File: config.mk
export PLATFORM = sky130hd
export DESIGN_NAME = aotcm_top
export DESIGN_NICKNAME = d
export VERILOG_FILES = /design/src/verilog/aotcm_pkg.sv /design/src/verilog/aotcm_gmul_if.sv /design/src/verilog/aotcm_gain_mult.sv /design/src/verilog/aotcm_top.sv
export SDC_FILE = /design/constraint.sdc
export NUM_CORES = 1
export LEC_CHECK = 0
export BUFFER_PORTS_ARGS = -buffer_cell sky130_fd_sc_hd__buf_2
export CAP_MARGIN = 10
export CORE_MARGIN = 1.5
export CORE_UTILIZATION = 54
export CTS_CLUSTER_DIAMETER = 60
export CTS_CLUSTER_SIZE = 12
export DETAILED_ROUTE_END_ITERATION = 7
export PLACE_DENSITY = 0.71
export SYNTH_ARGS = -nofsm -noshare
export SYNTH_HDL_FRONTEND = slang
export SYNTH_HIERARCHICAL = 1
export SYNTH_SLANG_ARGS = --single-unit
File: constraint.sdc
create_clock -name I_CLK_SYS -period 8.17 [get_ports I_CLK_SYS]
set_input_delay 2.451 -clock I_CLK_SYS [delete_from_list [all_inputs] [get_ports I_CLK_SYS]]
set_output_delay 2.451 -clock I_CLK_SYS [all_outputs]
set_load 0.005 [all_outputs]
File: src/verilog/aotcm_pkg.sv
// Constants, types and helpers shared by the trim and sequencing block.
// Assumes a single 40 MHz system clock and a synchronous register port.
`default_nettype none
package aotcm_pkg;

	////////////////////////////////////////////////////////////////////////
	// Register offsets.
	localparam logic [3:0] ADDR_RESULT = 4'h0;
	localparam logic [3:0] ADDR_CTRL = 4'h1;
	localparam logic [3:0] ADDR_TIMER = 4'h2;
	localparam logic [3:0] ADDR_CFG3 = 4'h3;
	localparam logic [3:0] ADDR_OFFSET = 4'h9;
	localparam logic [3:0] ADDR_GAIN = 4'ha;

	////////////////////////////////////////////////////////////////////////
	// Field positions.
	localparam int CFG3_GAIN_ON_BIT = 0;
	localparam int CFG3_OFF_ON_BIT = 1;
	localparam int CFG3_SEQ_LSB = 4;
	localparam int CTRL_STATE_LSB = 0;
	localparam int CTRL_SCAN_BIT = 2;

	////////////////////////////////////////////////////////////////////////
	// Values after reset; a gain code of 0x800000 is a multiplier of one.
	localparam logic [23:0] RST_CFG3 = 24'h000000;
	localparam logic [23:0] RST_CTRL = 24'h000000;
	localparam logic [23:0] RST_TIMER = 24'h000000;
	localparam logic [23:0] RST_OFFSET = 24'h000000;
	localparam logic [23:0] RST_GAIN = 24'h800000;

	////////////////////////////////////////////////////////////////////////
	// Counts of cycles and of modulator ticks, and the gain code's fraction bits.
	localparam logic [7:0] MOD_TICK_DIV = 8'h04;
	localparam logic [4:0] GAIN_TRIM_LATENCY = 5'h17;
	localparam int GAIN_FRAC_BITS = 23;

	////////////////////////////////////////////////////////////////////////
	// Converter state and sequencing codes.
	localparam logic [1:0] MODE_SHUTDOWN = 2'h0;
	localparam logic [1:0] MODE_STANDBY = 2'h2;
	localparam logic [1:0] MODE_CONVERT = 2'h3;

	typedef enum logic [2:0] {
		SEQ_IDLE = 3'b001,
		SEQ_CONV = 3'b010,
		SEQ_WAIT = 3'b100
	} aotcm_seq_t;

	////////////////////////////////////////////////////////////////////////
	// Clamps a wide signed value to the 24-bit signed output range.
	function automatic logic [23:0] sat24(input logic signed [48:0] v);
		logic signed [48:0] hi;
		logic signed [48:0] lo;
		hi = 49'sh0_0000_007f_ffff;
		lo = -49'sh0_0000_0080_0000;
		if (v > hi) begin
			sat24 = 24'h7fffff;
		end else if (v < lo) begin
			sat24 = 24'h800000;
		end else begin
			sat24 = v[23:0];
		end
	endfunction

endpackage
`default_nettype wire

File: src/verilog/aotcm_gmul_if.sv
// Carrier between the trim control logic and the gain multiplier.
// Assumes both ends share the system clock.
`timescale 1ns/100ps
`default_nettype none
interface aotcm_gmul_if;
	logic mod_tick;
	logic start;
	logic signed [24:0] operand;
	logic [23:0] gain;
	logic done;
	logic signed [48:0] product;

	modport ctl (output mod_tick, output start, output operand, output gain,
		input done, input product);
	modport mul (input mod_tick, input start, input operand, input gain,
		output done, output product);
endinterface
`default_nettype wire

File: src/verilog/aotcm_gain_mult.sv
// Add-and-shift gain multiplier stepped on the modulator digital clock enable.
// Assumes a new start never comes while a product is still being formed.
`timescale 1ns/100ps
`default_nettype none
module aotcm_gain_mult (
	// Clock and reset.
	input wire logic i_clk,
	input wire logic i_rst,
	// Link to the control logic.
	aotcm_gmul_if.mul gm
);
	logic signed [48:0] acc_q, acc_d, opnd_q, opnd_d, opnd_ext;
	logic [23:0] gain_q, gain_d;
	logic [4:0] idx_q, idx_d;
	logic busy_q, busy_d, done_q, done_d;
	logic [4:0] ticks_q;

	////////////////////////////////////////////////////////////////////////
	// Bit 0 is added at the start; bits 1 to 23 take one tick each.
	always_comb begin
		opnd_ext = {{24{gm.operand[24]}}, gm.operand};
		acc_d = acc_q;
		opnd_d = opnd_q;
		gain_d = gain_q;
		idx_d = idx_q;
		busy_d = busy_q;
		done_d = 1'b0;
		if (gm.start) begin
			opnd_d = opnd_ext;
			gain_d = gm.gain;
			acc_d = gm.gain[0] ? opnd_ext : '0;
			idx_d = 5'h01;
			busy_d = 1'b1;
		end else if (busy_q && gm.mod_tick) begin
			acc_d = acc_q + (gain_q[idx_q] ? (opnd_q <<< idx_q) : '0);
			if (idx_q == aotcm_pkg::GAIN_TRIM_LATENCY) begin
				busy_d = 1'b0;
				done_d = 1'b1;
			end else begin
				idx_d = idx_q + 5'h01;
			end
		end
	end

	always_ff @(posedge i_clk or posedge i_rst) begin
		if (i_rst) begin
			acc_q <= '0;
			opnd_q <= '0;
			gain_q <= '0;
			idx_q <= '0;
			busy_q <= 1'b0;
			done_q <= 1'b0;
		end else begin
			acc_q <= acc_d;
			opnd_q <= opnd_d;
			gain_q <= gain_d;
			idx_q <= idx_d;
			busy_q <= busy_d;
			done_q <= done_d;
		end
	end

	assign gm.done = done_q;
	assign gm.product = acc_q;

	////////////////////////////////////////////////////////////////////////
	// Independent count of ticks since the start, read only by the check.
	always_ff @(posedge i_clk or posedge i_rst) begin
		if (i_rst) begin
			ticks_q <= '0;
		end else if (gm.start) begin
			ticks_q <= '0;
		end else if (busy_q && gm.mod_tick) begin
			ticks_q <= ticks_q + 5'h01;
		end
	end
endmodule
`default_nettype wire

File: src/verilog/aotcm_top.sv
// Output trim (offset add, gain multiply) and conversion sequencing.
// Assumes raw codes arrive as one-cycle strobes spaced wider than 24 modulator ticks.
`timescale 1ns/100ps
`default_nettype none
module aotcm_top (
	// Clock and reset.
	input wire logic I_CLK_SYS,
	input wire logic I_SYS_RST,
	// Register port.
	input wire logic [3:0] I_REG_ADDR,
	input wire logic I_REG_WR,
	input wire logic I_REG_RD,
	input wire logic [23:0] I_REG_WDATA,
	output logic [23:0] O_REG_RDATA,
	output logic O_REG_RVALID,
	// Modulator side.
	input wire logic I_RAW_VALID,
	input wire logic [23:0] I_RAW_CODE,
	input wire logic I_RAW_LAST,
	output logic O_CONV_RUN,
	output logic O_DRDY
);
	aotcm_gmul_if gm ();

	logic [23:0] cfg3_q, cfg3_d, timer_q, timer_d, offset_q, offset_d, gain_q, gain_d;
	logic [1:0] adc_mode_q, adc_mode_d;
	logic scan_en_q, scan_en_d;
	logic [23:0] result_q, result_d, rdata_q, rdata_d;
	logic drdy_q, drdy_d, rvalid_q, rvalid_d, run_q, run_d;
	aotcm_pkg::aotcm_seq_t seq_q, seq_d;
	logic [23:0] wait_q, wait_d;
	logic [7:0] div_q, div_d;
	logic mod_tick_q, mod_tick_d;
	logic gain_on, off_on;
	logic [1:0] seq_sel;
	logic signed [24:0] sum;
	logic signed [48:0] scaled;
	logic wr_ctrl;

	assign gain_on = cfg3_q[aotcm_pkg::CFG3_GAIN_ON_BIT];
	assign off_on = cfg3_q[aotcm_pkg::CFG3_OFF_ON_BIT];
	assign seq_sel = cfg3_q[aotcm_pkg::CFG3_SEQ_LSB +: 2];
	assign wr_ctrl = I_REG_WR && (I_REG_ADDR == aotcm_pkg::ADDR_CTRL);

	////////////////////////////////////////////////////////////////////////
	// Modulator digital clock enable.
	always_comb begin
		mod_tick_d = 1'b0;
		div_d = div_q + 8'h01;
		if (div_q == aotcm_pkg::MOD_TICK_DIV - 8'h01) begin
			div_d = '0;
			mod_tick_d = 1'b1;
		end
	end

	always_ff @(posedge I_CLK_SYS or posedge I_SYS_RST) begin
		if (I_SYS_RST) begin
			div_q <= '0;
			mod_tick_q <= 1'b0;
		end else begin
			div_q <= div_d;
			mod_tick_q <= mod_tick_d;
		end
	end

	////////////////////////////////////////////////////////////////////////
	// Register file and read port.
	always_comb begin
		cfg3_d = cfg3_q;
		timer_d = timer_q;
		offset_d = offset_q;
		gain_d = gain_q;
		rdata_d = rdata_q;
		rvalid_d = I_REG_RD;
		if (I_REG_WR) begin
			if (I_REG_ADDR == aotcm_pkg::ADDR_CFG3) begin
				cfg3_d = I_REG_WDATA;
			end else if (I_REG_ADDR == aotcm_pkg::ADDR_TIMER) begin
				timer_d = I_REG_WDATA;
			end else if (I_REG_ADDR == aotcm_pkg::ADDR_OFFSET) begin
				offset_d = I_REG_WDATA;
			end else if (I_REG_ADDR == aotcm_pkg::ADDR_GAIN) begin
				gain_d = I_REG_WDATA;
			end
		end
		if (I_REG_RD) begin
			if (I_REG_ADDR == aotcm_pkg::ADDR_RESULT) begin
				rdata_d = result_q;
			end else if (I_REG_ADDR == aotcm_pkg::ADDR_CTRL) begin
				rdata_d = {21'h0, scan_en_q, adc_mode_q};
			end else if (I_REG_ADDR == aotcm_pkg::ADDR_TIMER) begin
				rdata_d = timer_q;
			end else if (I_REG_ADDR == aotcm_pkg::ADDR_CFG3) begin
				rdata_d = cfg3_q;
			end else if (I_REG_ADDR == aotcm_pkg::ADDR_OFFSET) begin
				rdata_d = offset_q;
			end else if (I_REG_ADDR == aotcm_pkg::ADDR_GAIN) begin
				rdata_d = gain_q;
			end else begin
				rdata_d = 24'h000000;
			end
		end
	end

	always_ff @(posedge I_CLK_SYS or posedge I_SYS_RST) begin
		if (I_SYS_RST) begin
			cfg3_q <= aotcm_pkg::RST_CFG3;
			timer_q <= aotcm_pkg::RST_TIMER;
			offset_q <= aotcm_pkg::RST_OFFSET;
			gain_q <= aotcm_pkg::RST_GAIN;
			rdata_q <= '0;
			rvalid_q <= 1'b0;
		end else begin
			cfg3_q <= cfg3_d;
			timer_q <= timer_d;
			offset_q <= offset_d;
			gain_q <= gain_d;
			rdata_q <= rdata_d;
			rvalid_q <= rvalid_d;
		end
	end

	////////////////////////////////////////////////////////////////////////
	// Trim datapath. The sum keeps a guard bit and the product keeps all of
	// its bits, so clamping happens only on the final value.
	assign sum = $signed({I_RAW_CODE[23], I_RAW_CODE})
		+ (off_on ? $signed({offset_q[23], offset_q}) : 25'sh0);
	assign scaled = gm.product >>> aotcm_pkg::GAIN_FRAC_BITS;

	assign gm.mod_tick = mod_tick_q;
	assign gm.start = I_RAW_VALID && gain_on;
	assign gm.operand = sum;
	assign gm.gain = gain_q;

	aotcm_gain_mult u_mult (
		.i_clk(I_CLK_SYS),
		.i_rst(I_SYS_RST),
		.gm(gm)
	);

	// The held result moves only when a finished value arrives.
	always_comb begin
		result_d = result_q;
		drdy_d = 1'b0;
		if (gm.done) begin
			result_d = aotcm_pkg::sat24(scaled);
			drdy_d = 1'b1;
		end
		if (I_RAW_VALID && !gain_on) begin
			result_d = aotcm_pkg::sat24({{24{sum[24]}}, sum});
			drdy_d = 1'b1;
		end
	end

	always_ff @(posedge I_CLK_SYS or posedge I_SYS_RST) begin
		if (I_SYS_RST) begin
			result_q <= '0;
			drdy_q <= 1'b0;
		end else begin
			result_q <= result_d;
			drdy_q <= drdy_d;
		end
	end

	////////////////////////////////////////////////////////////////////////
	// Conversion sequencer. It never waits on the multiplier.
	always_comb begin
		seq_d = seq_q;
		wait_d = wait_q;
		adc_mode_d = adc_mode_q;
		scan_en_d = scan_en_q;
		if (wr_ctrl) begin
			adc_mode_d = I_REG_WDATA[aotcm_pkg::CTRL_STATE_LSB +: 2];
			scan_en_d = I_REG_WDATA[aotcm_pkg::CTRL_SCAN_BIT];
		end
		case (seq_q)
			aotcm_pkg::SEQ_IDLE: begin
				if (adc_mode_q == aotcm_pkg::MODE_CONVERT) begin
					seq_d = aotcm_pkg::SEQ_CONV;
				end
			end
			aotcm_pkg::SEQ_CONV: begin
				if (adc_mode_q != aotcm_pkg::MODE_CONVERT) begin
					seq_d = aotcm_pkg::SEQ_IDLE;
				end else if (I_RAW_VALID && (!scan_en_q || I_RAW_LAST)) begin
					if (seq_sel == aotcm_pkg::MODE_CONVERT) begin
						if (scan_en_q) begin
							seq_d = aotcm_pkg::SEQ_WAIT;
							wait_d = '0;
						end
					end else begin
						seq_d = aotcm_pkg::SEQ_IDLE;
						adc_mode_d = seq_sel[1] ? aotcm_pkg::MODE_STANDBY
							: aotcm_pkg::MODE_SHUTDOWN;
					end
				end
			end
			aotcm_pkg::SEQ_WAIT: begin
				if (adc_mode_q != aotcm_pkg::MODE_CONVERT) begin
					seq_d = aotcm_pkg::SEQ_IDLE;
				end else if (mod_tick_q) begin
					if (wait_q >= timer_q) begin
						seq_d = aotcm_pkg::SEQ_CONV;
					end else begin
						wait_d = wait_q + 24'h000001;
					end
				end
			end
			default: begin
				seq_d = aotcm_pkg::SEQ_IDLE;
			end
		endcase
		run_d = (seq_d == aotcm_pkg::SEQ_CONV);
	end

	always_ff @(posedge I_CLK_SYS or posedge I_SYS_RST) begin
		if (I_SYS_RST) begin
			seq_q <= aotcm_pkg::SEQ_IDLE;
			wait_q <= '0;
			adc_mode_q <= aotcm_pkg::RST_CTRL[1:0];
			scan_en_q <= 1'b0;
			run_q <= 1'b0;
		end else begin
			seq_q <= seq_d;
			wait_q <= wait_d;
			adc_mode_q <= adc_mode_d;
			scan_en_q <= scan_en_d;
			run_q <= run_d;
		end
	end

	assign O_REG_RDATA = rdata_q;
	assign O_REG_RVALID = rvalid_q;
	assign O_CONV_RUN = run_q;
	assign O_DRDY = drdy_q;
endmodule
`default_nettype wire

# After elaboration in Yosys (flattened, before gate mapping)
# Cells that the tools add are included.
totals:
  wordCells: 133
  out_inout_bits: 27
  ff_bits: 291
classes:
  n_lt_le_gt_ge: 6
  n_eq_ne: 22
  shift: 1
  bitwise_logic: 3
  muxes: 55
  n_reduce_logical: 20
  add_sub_neg: 5
ops:
  columns: ["cell", "n"]
  rows:
  - ["two-way mux 24 bit", 19]
  - ["two-way mux 49 bit", 4]
  - ["adder 49 bit", 1]
  - ["<<< shifter 49 x 5 -> 49 bit", 1]
  - ["case mux 24 bit (2 select lines)", 1]
  - ["greater-than comparator 26 x 24 -> 1 bit, second input constant", 1]
  - ["< comparator 26 x 24 -> 1 bit, second input constant", 1]
  - ["adder 24 x 25 -> 25 bit", 1]
  - ["greater-than comparator 25 x 24 -> 1 bit, second input constant", 1]
  - ["< comparator 25 x 24 -> 1 bit, second input constant", 1]
  - ["two-way mux 25 bit", 1]
  - ["adder 24 x 1 -> 24 bit, second input constant", 1]
  - [">= comparator 24 bit", 1]
  - ["two-way mux 3 bit", 8]
  - ["!= test 2 bit, second input constant", 9]
  - ["two-way mux 5 bit", 3]
  - ["two-way mux 2 bit", 6]
  - ["two-way mux 1 bit", 10]
  - ["case mux 3 bit (3 select lines)", 1]
  - ["adder 8 x 1 -> 8 bit, second input constant", 1]
  - ["equality test 4 x 2 -> 1 bit, second input constant", 2]
  - ["equality test 4 bit, second input constant", 2]
  - ["equality test 8 x 2 -> 1 bit, second input constant", 1]
  - ["two-way mux 8 bit", 1]
  - ["other kinds (20)", 34]

# Depth between registers and ports, before layout
# Gate-level depths: netlist (run 1).
depth:
  ltp_word: 7
  mapped_depth: 24

# Cells and area by module
# The synthesis (run 1) kept the hierarchy.
modules_own_cells:
  columns: ["mod", "cells_each", "area_per_inst_um2", "instances"]
  rows:
  - ["aotcm_top", 1199, 11188.2, 1]
  - ["aotcm_gain_mult", 1002, 8848.5, 1]

# Worst setup path after synthesis (run 1)
# Ideal clock, no wire load.
synth_timing:
  path_type: "input to register"
  from: "input port I_RAW_CODE[0]"
  to: "register u_mult.acc_q[45], in the netlist u_mult/gm.product[45]"
  slack_ns: 3.101
  path_buffers: 0
  path_stages: 12
  arrival_time_ns: 4.943
  cell_sequence: "ha_1 > inv_1 > fa_1 > nor2b_1 > o31a_1 > o21ai_2 > a21oi_2 > nor4_2 > or2_2 > a31oi_1 > o311ai_0 > o32a_1"
synth_via:
  elab_chain_len: 3
synth_rtl:
  columns: ["item", "line", "source"]
  rows:
  - ["start, declared", "aotcm_top.sv:18", "input wire logic [23:0] I_RAW_CODE,"]
  - ["adder 24 x 25 -> 25 bit", "aotcm_top.sv:127", "+ (off_on ? $signed({offset_q[23], offset_q}) : 25'sh0);"]
  - ["via gm.operand[24]", "aotcm_gmul_if.sv:8", "logic signed [24:0] operand;"]
  - ["two-way mux 49 bit", "aotcm_gain_mult.sv:31", "acc_d = gm.gain[0] ? opnd_ext : '0;"]
  - ["two-way mux 49 bit", "aotcm_gain_mult.sv:28", "if (gm.start) begin"]
  - ["end signal, assigned", "aotcm_gain_mult.sv:47", "acc_q <= '0;"]
  - ["end signal, assigned", "aotcm_gain_mult.sv:54", "acc_q <= acc_d;"]
  - ["end, declared", "aotcm_gain_mult.sv:12", "logic signed [48:0] acc_q, acc_d, opnd_q, opnd_d, opnd_ext;"]
# The timed path passes the listed nets, and every way through them passes these cells.
# A chain may end at the register's enable or synchronous reset.

# Worst setup path in the final report (run 1)
layout_timing:
  from: "register u_mult.idx_q[0]"
  to: "register u_mult.acc_q[45], in the netlist u_mult/gm.product[45]"
layout_via:
  elab_chain_len: 6
  word_cells_on_any_way: 7
  classes_between: "add/sub: 1; shift: 1; mux: 5"
layout_rtl:
  columns: ["item", "line", "source"]
  rows:
  - ["start, declared", "aotcm_gain_mult.sv:14", "logic [4:0] idx_q, idx_d;"]
  - ["start signal, assigned", "aotcm_gain_mult.sv:57", "idx_q <= idx_d;"]
  - ["binary-select mux 1 bit (select 5 bit)", "aotcm_gain_mult.sv:35", "acc_d = acc_q + (gain_q[idx_q] ? (opnd_q <<< idx_q) : '0);"]
  - ["two-way mux 1 bit (not written as such)", "aotcm_gain_mult.sv:35", null]
  - ["two-way mux 49 bit (*)", "aotcm_gain_mult.sv:35", null]
  - ["adder 49 bit (*)", "aotcm_gain_mult.sv:35", null]
  - ["two-way mux 49 bit (*)", "aotcm_gain_mult.sv:34", "end else if (busy_q && gm.mod_tick) begin"]
  - ["two-way mux 49 bit (*)", "aotcm_gain_mult.sv:28", null]
# Mark *: on every way between the ends. The rest lies on a longest branch, timed or not. The select of a mux whose other input is x is not followed.

==> results of run 1 <==
==> cell type report <==
cell class	instances	area share (%)
Clock buffer	49	4.473
Sequential cell	291	33.61
Multi-Input combinational cell	1678	54.45
Tap cell	468	2.701
Timing Repair Buffer	104	2.632
Inverter	93	1.645
Clock inverter	11	0.4618
Antenna cell	2	0.02309
==> Yosys cell counts, types with 30 or more instances <==
cell type | number | area [sq um]
a21o_1 | 55 | 412.9
nor2_1 | 191 | 716.9
nand2_1 | 153 | 574.3
dfrtp_1 | 289 | 7232
mux2i_1 | 47 | 470.5
nor3_1 | 33 | 165.2
nand3_1 | 59 | 295.3
inv_1 | 91 | 341.6
ha_1 | 99 | 1239
o21ai_0 | 174 | 870.8
xnor2_1 | 44 | 385.4
and2_1 | 41 | 256.5
a21oi_1 | 211 | 1056
mux2_2 | 140 | 1577
clkbuf_1 | 103 | 386.6
and3_1 | 30 | 187.7
==> registers in the layout, summed over array words and instances, names as in the netlist, 5 cells and up <==
name               count
cfg3_q                24
offset_q              24
div_q                  8
gain_q                24
wait_q                24
timer_q               24
u_mult/opnd_q         25
u_mult/gm.product     49
result_q              24
u_mult/idx_q           5
u_mult/gain_q         24
O_REG_RDATA           24
==> where the power goes <==
group	switching (uW)	internal, uW	leakage (uW)	total, uW
combinational	2980	1990	0.00573	4970
clock	652	841	0.000519	1490
sequential	406	1870	0.00355	2280
total	4040	4700	0.00980	8740
==> final timing paths <==
kind | to | cells past startpoint | start | slack (ps)
max reg2reg | u_mult/gm.product[45] | 17 | u_mult/idx_q[0] | 1820
max | u_mult/gm.product[45] | 17 | u_mult/idx_q[0] | 1820
min reg2reg | div_q[7] | 1 | div_q[7] | 480
min | div_q[7] | 1 | div_q[7] | 480
max in group asynchronous | cfg3_q[3] | 3 | I_SYS_RST | 4900
min in group asynchronous | offset_q[17] | 2 | I_SYS_RST | 1990
==> per-stage QoR <==
stage / utilization [%] / total power [uW] / instances
floorplan: - / 5849 / 2201
global placement: 56.27 / 7033 / 2634
detailed placement: 56.27 / 7100 / 2634
CTS: 59.20 / 8631 / 2694
global route: 59.20 / 9285 / 2695
finish: 59.21 / 8737 / 2696
==> worst max-delay path, stage by stage (launching register included) <==
cell	delay, ps
dfrtp_2	720
buf_4	410
mux4_2	540
mux2_2	320
o211ai_2	410
o21a_1	960
nor2_1	120
ha_1	390
a21o_1	240
a211o_1	320
a2111oi_2	310
a211oi_1	260
a21oi_2	260
o21ai_1	100
a21oi_2	190
o21ai_2	110
nor4b_1	150
o32a_1	360
==> layer usage <==
layer | global-route usage (%) | wire (um) | vias up
met1 | 44.37 | 26580 | 8483
met5 | 0 | 92 | -
li1 | - | - | 8018
met3 | 5.751 | 4305 | 148
met4 | 14.50 | 2950 | 14
met2 | 51.35 | 28180 | 671
==> cell families (layout without fill, tap and decap cells) <==
logic type / Yosys count / in the layout / share of synthesized area [%]
AND/OR/NAND/NOR: 620 / 620 / 15.10
adder cells (fa/ha/maj): 101 / 101 / 6.382
flip-flops: 291 / 291 / 36.36
AO/OA/AOI/OAI: 678 / 678 / 21.51
other: 0 / 2 / 0
multiplexers: 211 / 211 / 12.87
buffers and inverters: 232 / 257 / 4.815
XOR/XNOR: 68 / 68 / 2.972
==> impl_metrics.yaml, run 1 <==
outcome:
  status: "completed"
route:
  drc_errors: 0
  final_antenna_net_count: 0
  vias_per_cell: 6.430
  routed-via-count: 17334
  firstDrtPassIters: 5
  wl_per_cell_um: 23.04
  dr.first_iter.drc_count: 1505
  routed_wl_um: 62110
global_route:
  grt_pass1_wl_um: 96480
  grt_pass1_vias: 16591
  grt_use_total_pct: 32.69
  grt_antenna_before_repair: 9
  grt_max_degree: 81
  grt_overflow: 0
clock_network:
  clock-root-buffer: "clkbuf_16"
  cts_tree: "built"
  numClockSinks: 291
  numCtsBuffers: 35
  cts_resized: 0
  clkTransAtPathRegs_ps: 60
  post_cts_buffers: 0
  hold_buffers: 0
  clock_latency_ps: 550
  htreeDepth: 2
  ctsLongestPathBuffers: 3
worst_setup_path:
  path_class: "register to register"
  required_ps: 8590
  critPathLaunchType: "register"
  cp.arrival_ps: 6770
  critPathCaptureType: "register"
  crit_path_max_fanout: 32
finish:
  multi_input_area_sq_um: 11800
  syn_to_final_growth_pct: 8.186
  stdcell_area_sq_um: 21680
  layout_common_cells: "288 x dfrtp_1, 211 x a21oi_1, 189 x nor2_1, 174 x o21ai_0, 153 x nand2_1"
  mostFrequentLayoutCell: "dfrtp_1"
  fin_nets: 2362
  layout-drive-gt1-share_pct: 16.89
  fill_cells: 3173
  seqCellArea_sq_um: 7286
place:
  hpwl_um: 46060
  place_ws_ps: 1932
  place.gp.congestion: 0.9630
  placed_area_sq_um: 20600
  io_buffer_count: 84
timing:
  fmax_ghz: 0.1576
  slew_violations: 0
  finalWorstSetupSlack_ps: 1824
  fin_crit_ps: 6346
  setup_tns_ps: 0
  holdWs_ps: 481.7
  tightest_slew_ps: 1214
  slew_headroom_pct: 18.98
  skew_ps: 21.90
  rsz0062_at_grt: "no"
  hold_viol: 0
  setup_viol: 0
  min_period_over_period_pct: 77.67
run:
  max_cap_violations: 0
hold_path:
  hp-class: "register to register"
yosys:
  synth_warnings: 6
  async_reset_ff_share_pct: 100.0
  synth_ff_type: "dfrtp_1"
  syn_avg_cell_area_sq_um: 9.103
  synth_cell_type_count: 93
  synth_cells: 2201
  synth_nets: 2360
  synth-seq-cells: 291
  seq_area_frac_synth_pct: 36.36
  netlist_area_sq_um: 20040
  synth-edff-count: 0
floorplan:
  fp.dieW_um: 195.6
  core_sq_um: 36610
  dieHeight_um: 195.6
  rows: 70
  die_area_sq_um: 38270
  start_util_pct: 54.73
  io_pins: 85
power_and_ir_drop:
  vdd.ir_drop.worst_uv: 284.6
  p_per_area_nw_per_um2: 403.1
  leakage_uw: 0.009803
Power figures use the tool's default switching activity.
==> run 2, diff against run 1 <==
PLACE_DENSITY = 0.74   (was 0.71)
clock period = 5.6 ns   (was 8.17 ns; I/O delays follow)
==> run 2 against run 1 <==
  * Design area is 1.3% higher
  * Register-to-register slack worse by 1400 ps
  * Sequential share of layout area is 0.44 points lower
  * Via count is 0.44% higher
  * Clock power is 68% higher
  * Clock skew is 16 ps higher
  * Non-clock buffer count is 10 higher
==> impl_metrics.yaml, run 2 (synthesis gave the netlist of run 1 again) <==
outcome:
  status: "completed"
route:
  dr.first_iter.drc_count: 1684
  wl_per_cell_um: 22.46
  drc_errors: 0
  final_antenna_net_count: 0
  routed_wl_um: 61010
  firstDrtPassIters: 6
  vias_per_cell: 6.410
  routed-via-count: 17410
place:
  post-place-cells: 2644
  hpwl_um: 45160
  io_buffer_count: 84
  place.gp.congestion: 0.9885
  placed_area_sq_um: 20680
clock_network:
  numClockSinks: 291
  clock-root-buffer: "clkbuf_16"
  cts_tree: "built"
  ctsLongestPathBuffers: 3
  clkTransAtPathRegs_ps: 60
  numCtsBuffers: 38
  clock_latency_ps: 580
  htreeDepth: 2
  post_cts_buffers: 0
  cts_resized: 0
  hold_buffers: 0
floorplan:
  io_pins: 85
  start_util_pct: 54.73
  fp.dieW_um: 195.6
  die_area_sq_um: 38270
  core_sq_um: 36610
  dieHeight_um: 195.6
  rows: 70
timing:
  holdWs_ps: 471.1
  skew_ps: 38.24
  min_period_over_period_pct: 92.70
  setup_viol: 0
  fin_crit_ps: 5191
  fmax_ghz: 0.1926
  slew_headroom_pct: 14.59
  rsz0062_at_grt: "no"
  hold_viol: 0
  slew_violations: 0
  setup_tns_ps: 0
  tightest_slew_ps: 1281
finish:
  final_cells: 2716
  layout-drive-gt1-share_pct: 17.42
  layout_common_cells: "288 x dfrtp_1, 211 x a21oi_1, 190 x nor2_1, 174 x o21ai_0, 153 x nand2_1"
  stdcell_area_sq_um: 21960
  syn_to_final_growth_pct: 9.610
  mostFrequentLayoutCell: "dfrtp_1"
  fill_cells: 3108
  largest_register_ffs: 49
  fin_nets: 2375
power_and_ir_drop:
  p_per_area_nw_per_um2: 593.2
  vdd.ir_drop.worst_uv: 355.0
  leakage_uw: 0.009942
worst_setup_path:
  required_ps: 6040
  cp.arrival_ps: 5630
  path_class: "register to register"
  critPathCaptureType: "register"
  crit_chain: "mux4_2 > mux2_2 > o211ai_2 > o21a_1 > buf_4 > nor2_1 > ha_1 > nand2_1 > nor3_1 > a21oi_1 > o21ai_0 > a41oi_2 > o21ai_1 > nand2_1 > a41oi_1 > o221ai_1 > mux2i_1 > nor2_1"
  slowest_delay_ps: 540
  critPathLaunchType: "register"
  crit_path_max_fanout: 23
  critPathSlowestCell: "mux4_2"
global_route:
  grt_pass1_vias: 16725
  grt_max_degree: 187
  grt_antenna_before_repair: 8
  grt_overflow: 0
  grt_pass1_wl_um: 95650
  grt_use_total_pct: 32.29
run:
  max_cap_violations: 0
hold_path:
  hp-class: "register to register"
run 2: cell count changes in the layout (fill, tap and decap cells not counted), sizes merged:
cell	delta
buf	+10
bufinv	+4
clkbuf	+2
clkinv	-5
clkinvlp	+2
diode	+2
inv	+5
run 2: worst paths after layout:
path,cells after the start,from,endpoint,slack [ps]
max,18,u_mult/idx_q[0],u_mult/gm.product[48],410
min reg2reg,1,div_q[7],div_q[7],470
min,1,div_q[7],div_q[7],470
max reg2reg,18,u_mult/idx_q[0],u_mult/gm.product[48],410
min in group asynchronous,2,I_SYS_RST,u_mult/gain_q[20],1150
max in group asynchronous,3,I_SYS_RST,div_q[7],3380
run 2: routing by layer:
metal,up-vias,GRT usage [%],wire [um]
li1,8063,-,-
met1,8512,41.48,24980
met2,676,51.77,28410
met3,149,7.599,4700
met4,10,14.87,2852
met5,-,0,65
run 2: metrics by stage:
step	utilization, %	worst slack, ps	total power (uW)
2_1_floorplan	-	1064	8533
3_3_place_gp	56.50	649.9	10190
3_5_place_dp	56.50	589.2	10310
4_1_cts	59.96	502.0	12890
5_1_grt	59.97	16.46	13870
6_report	59.99	409.0	13030
run 2: where the power goes:
part	leakage (uW)	switching, uW	internal, uW
sequential	0.00355	598	2730
combinational	0.00578	4280	2910
clock	0.000609	1010	1500
run 2: area by class of cell:
class | count | area (sq um) | area share, %
diodes | 4 | 10.01 | 0.04558
clock buffers | 51 | 1021 | 4.649
clock inverters | 17 | 247.7 | 1.128
inverters | 93 | 355.3 | 1.618
multi-input cells | 1678 | 11800 | 53.72
flip-flops and latches | 291 | 7286 | 33.17
well taps | 468 | 585.6 | 2.666
repair buffers | 114 | 658.1 | 2.997
run 2: worst max-delay path: cells and delay by family (launching register included):
kind / cells / cell delay (ps)
AND/OR/NAND/NOR: 5 / 660
buffers and inverters: 1 / 320
flip-flops: 1 / 490
adder cells (fa/ha/maj): 1 / 420
multiplexers: 3 / 1030
AO/OA/AOI/OAI: 8 / 2130
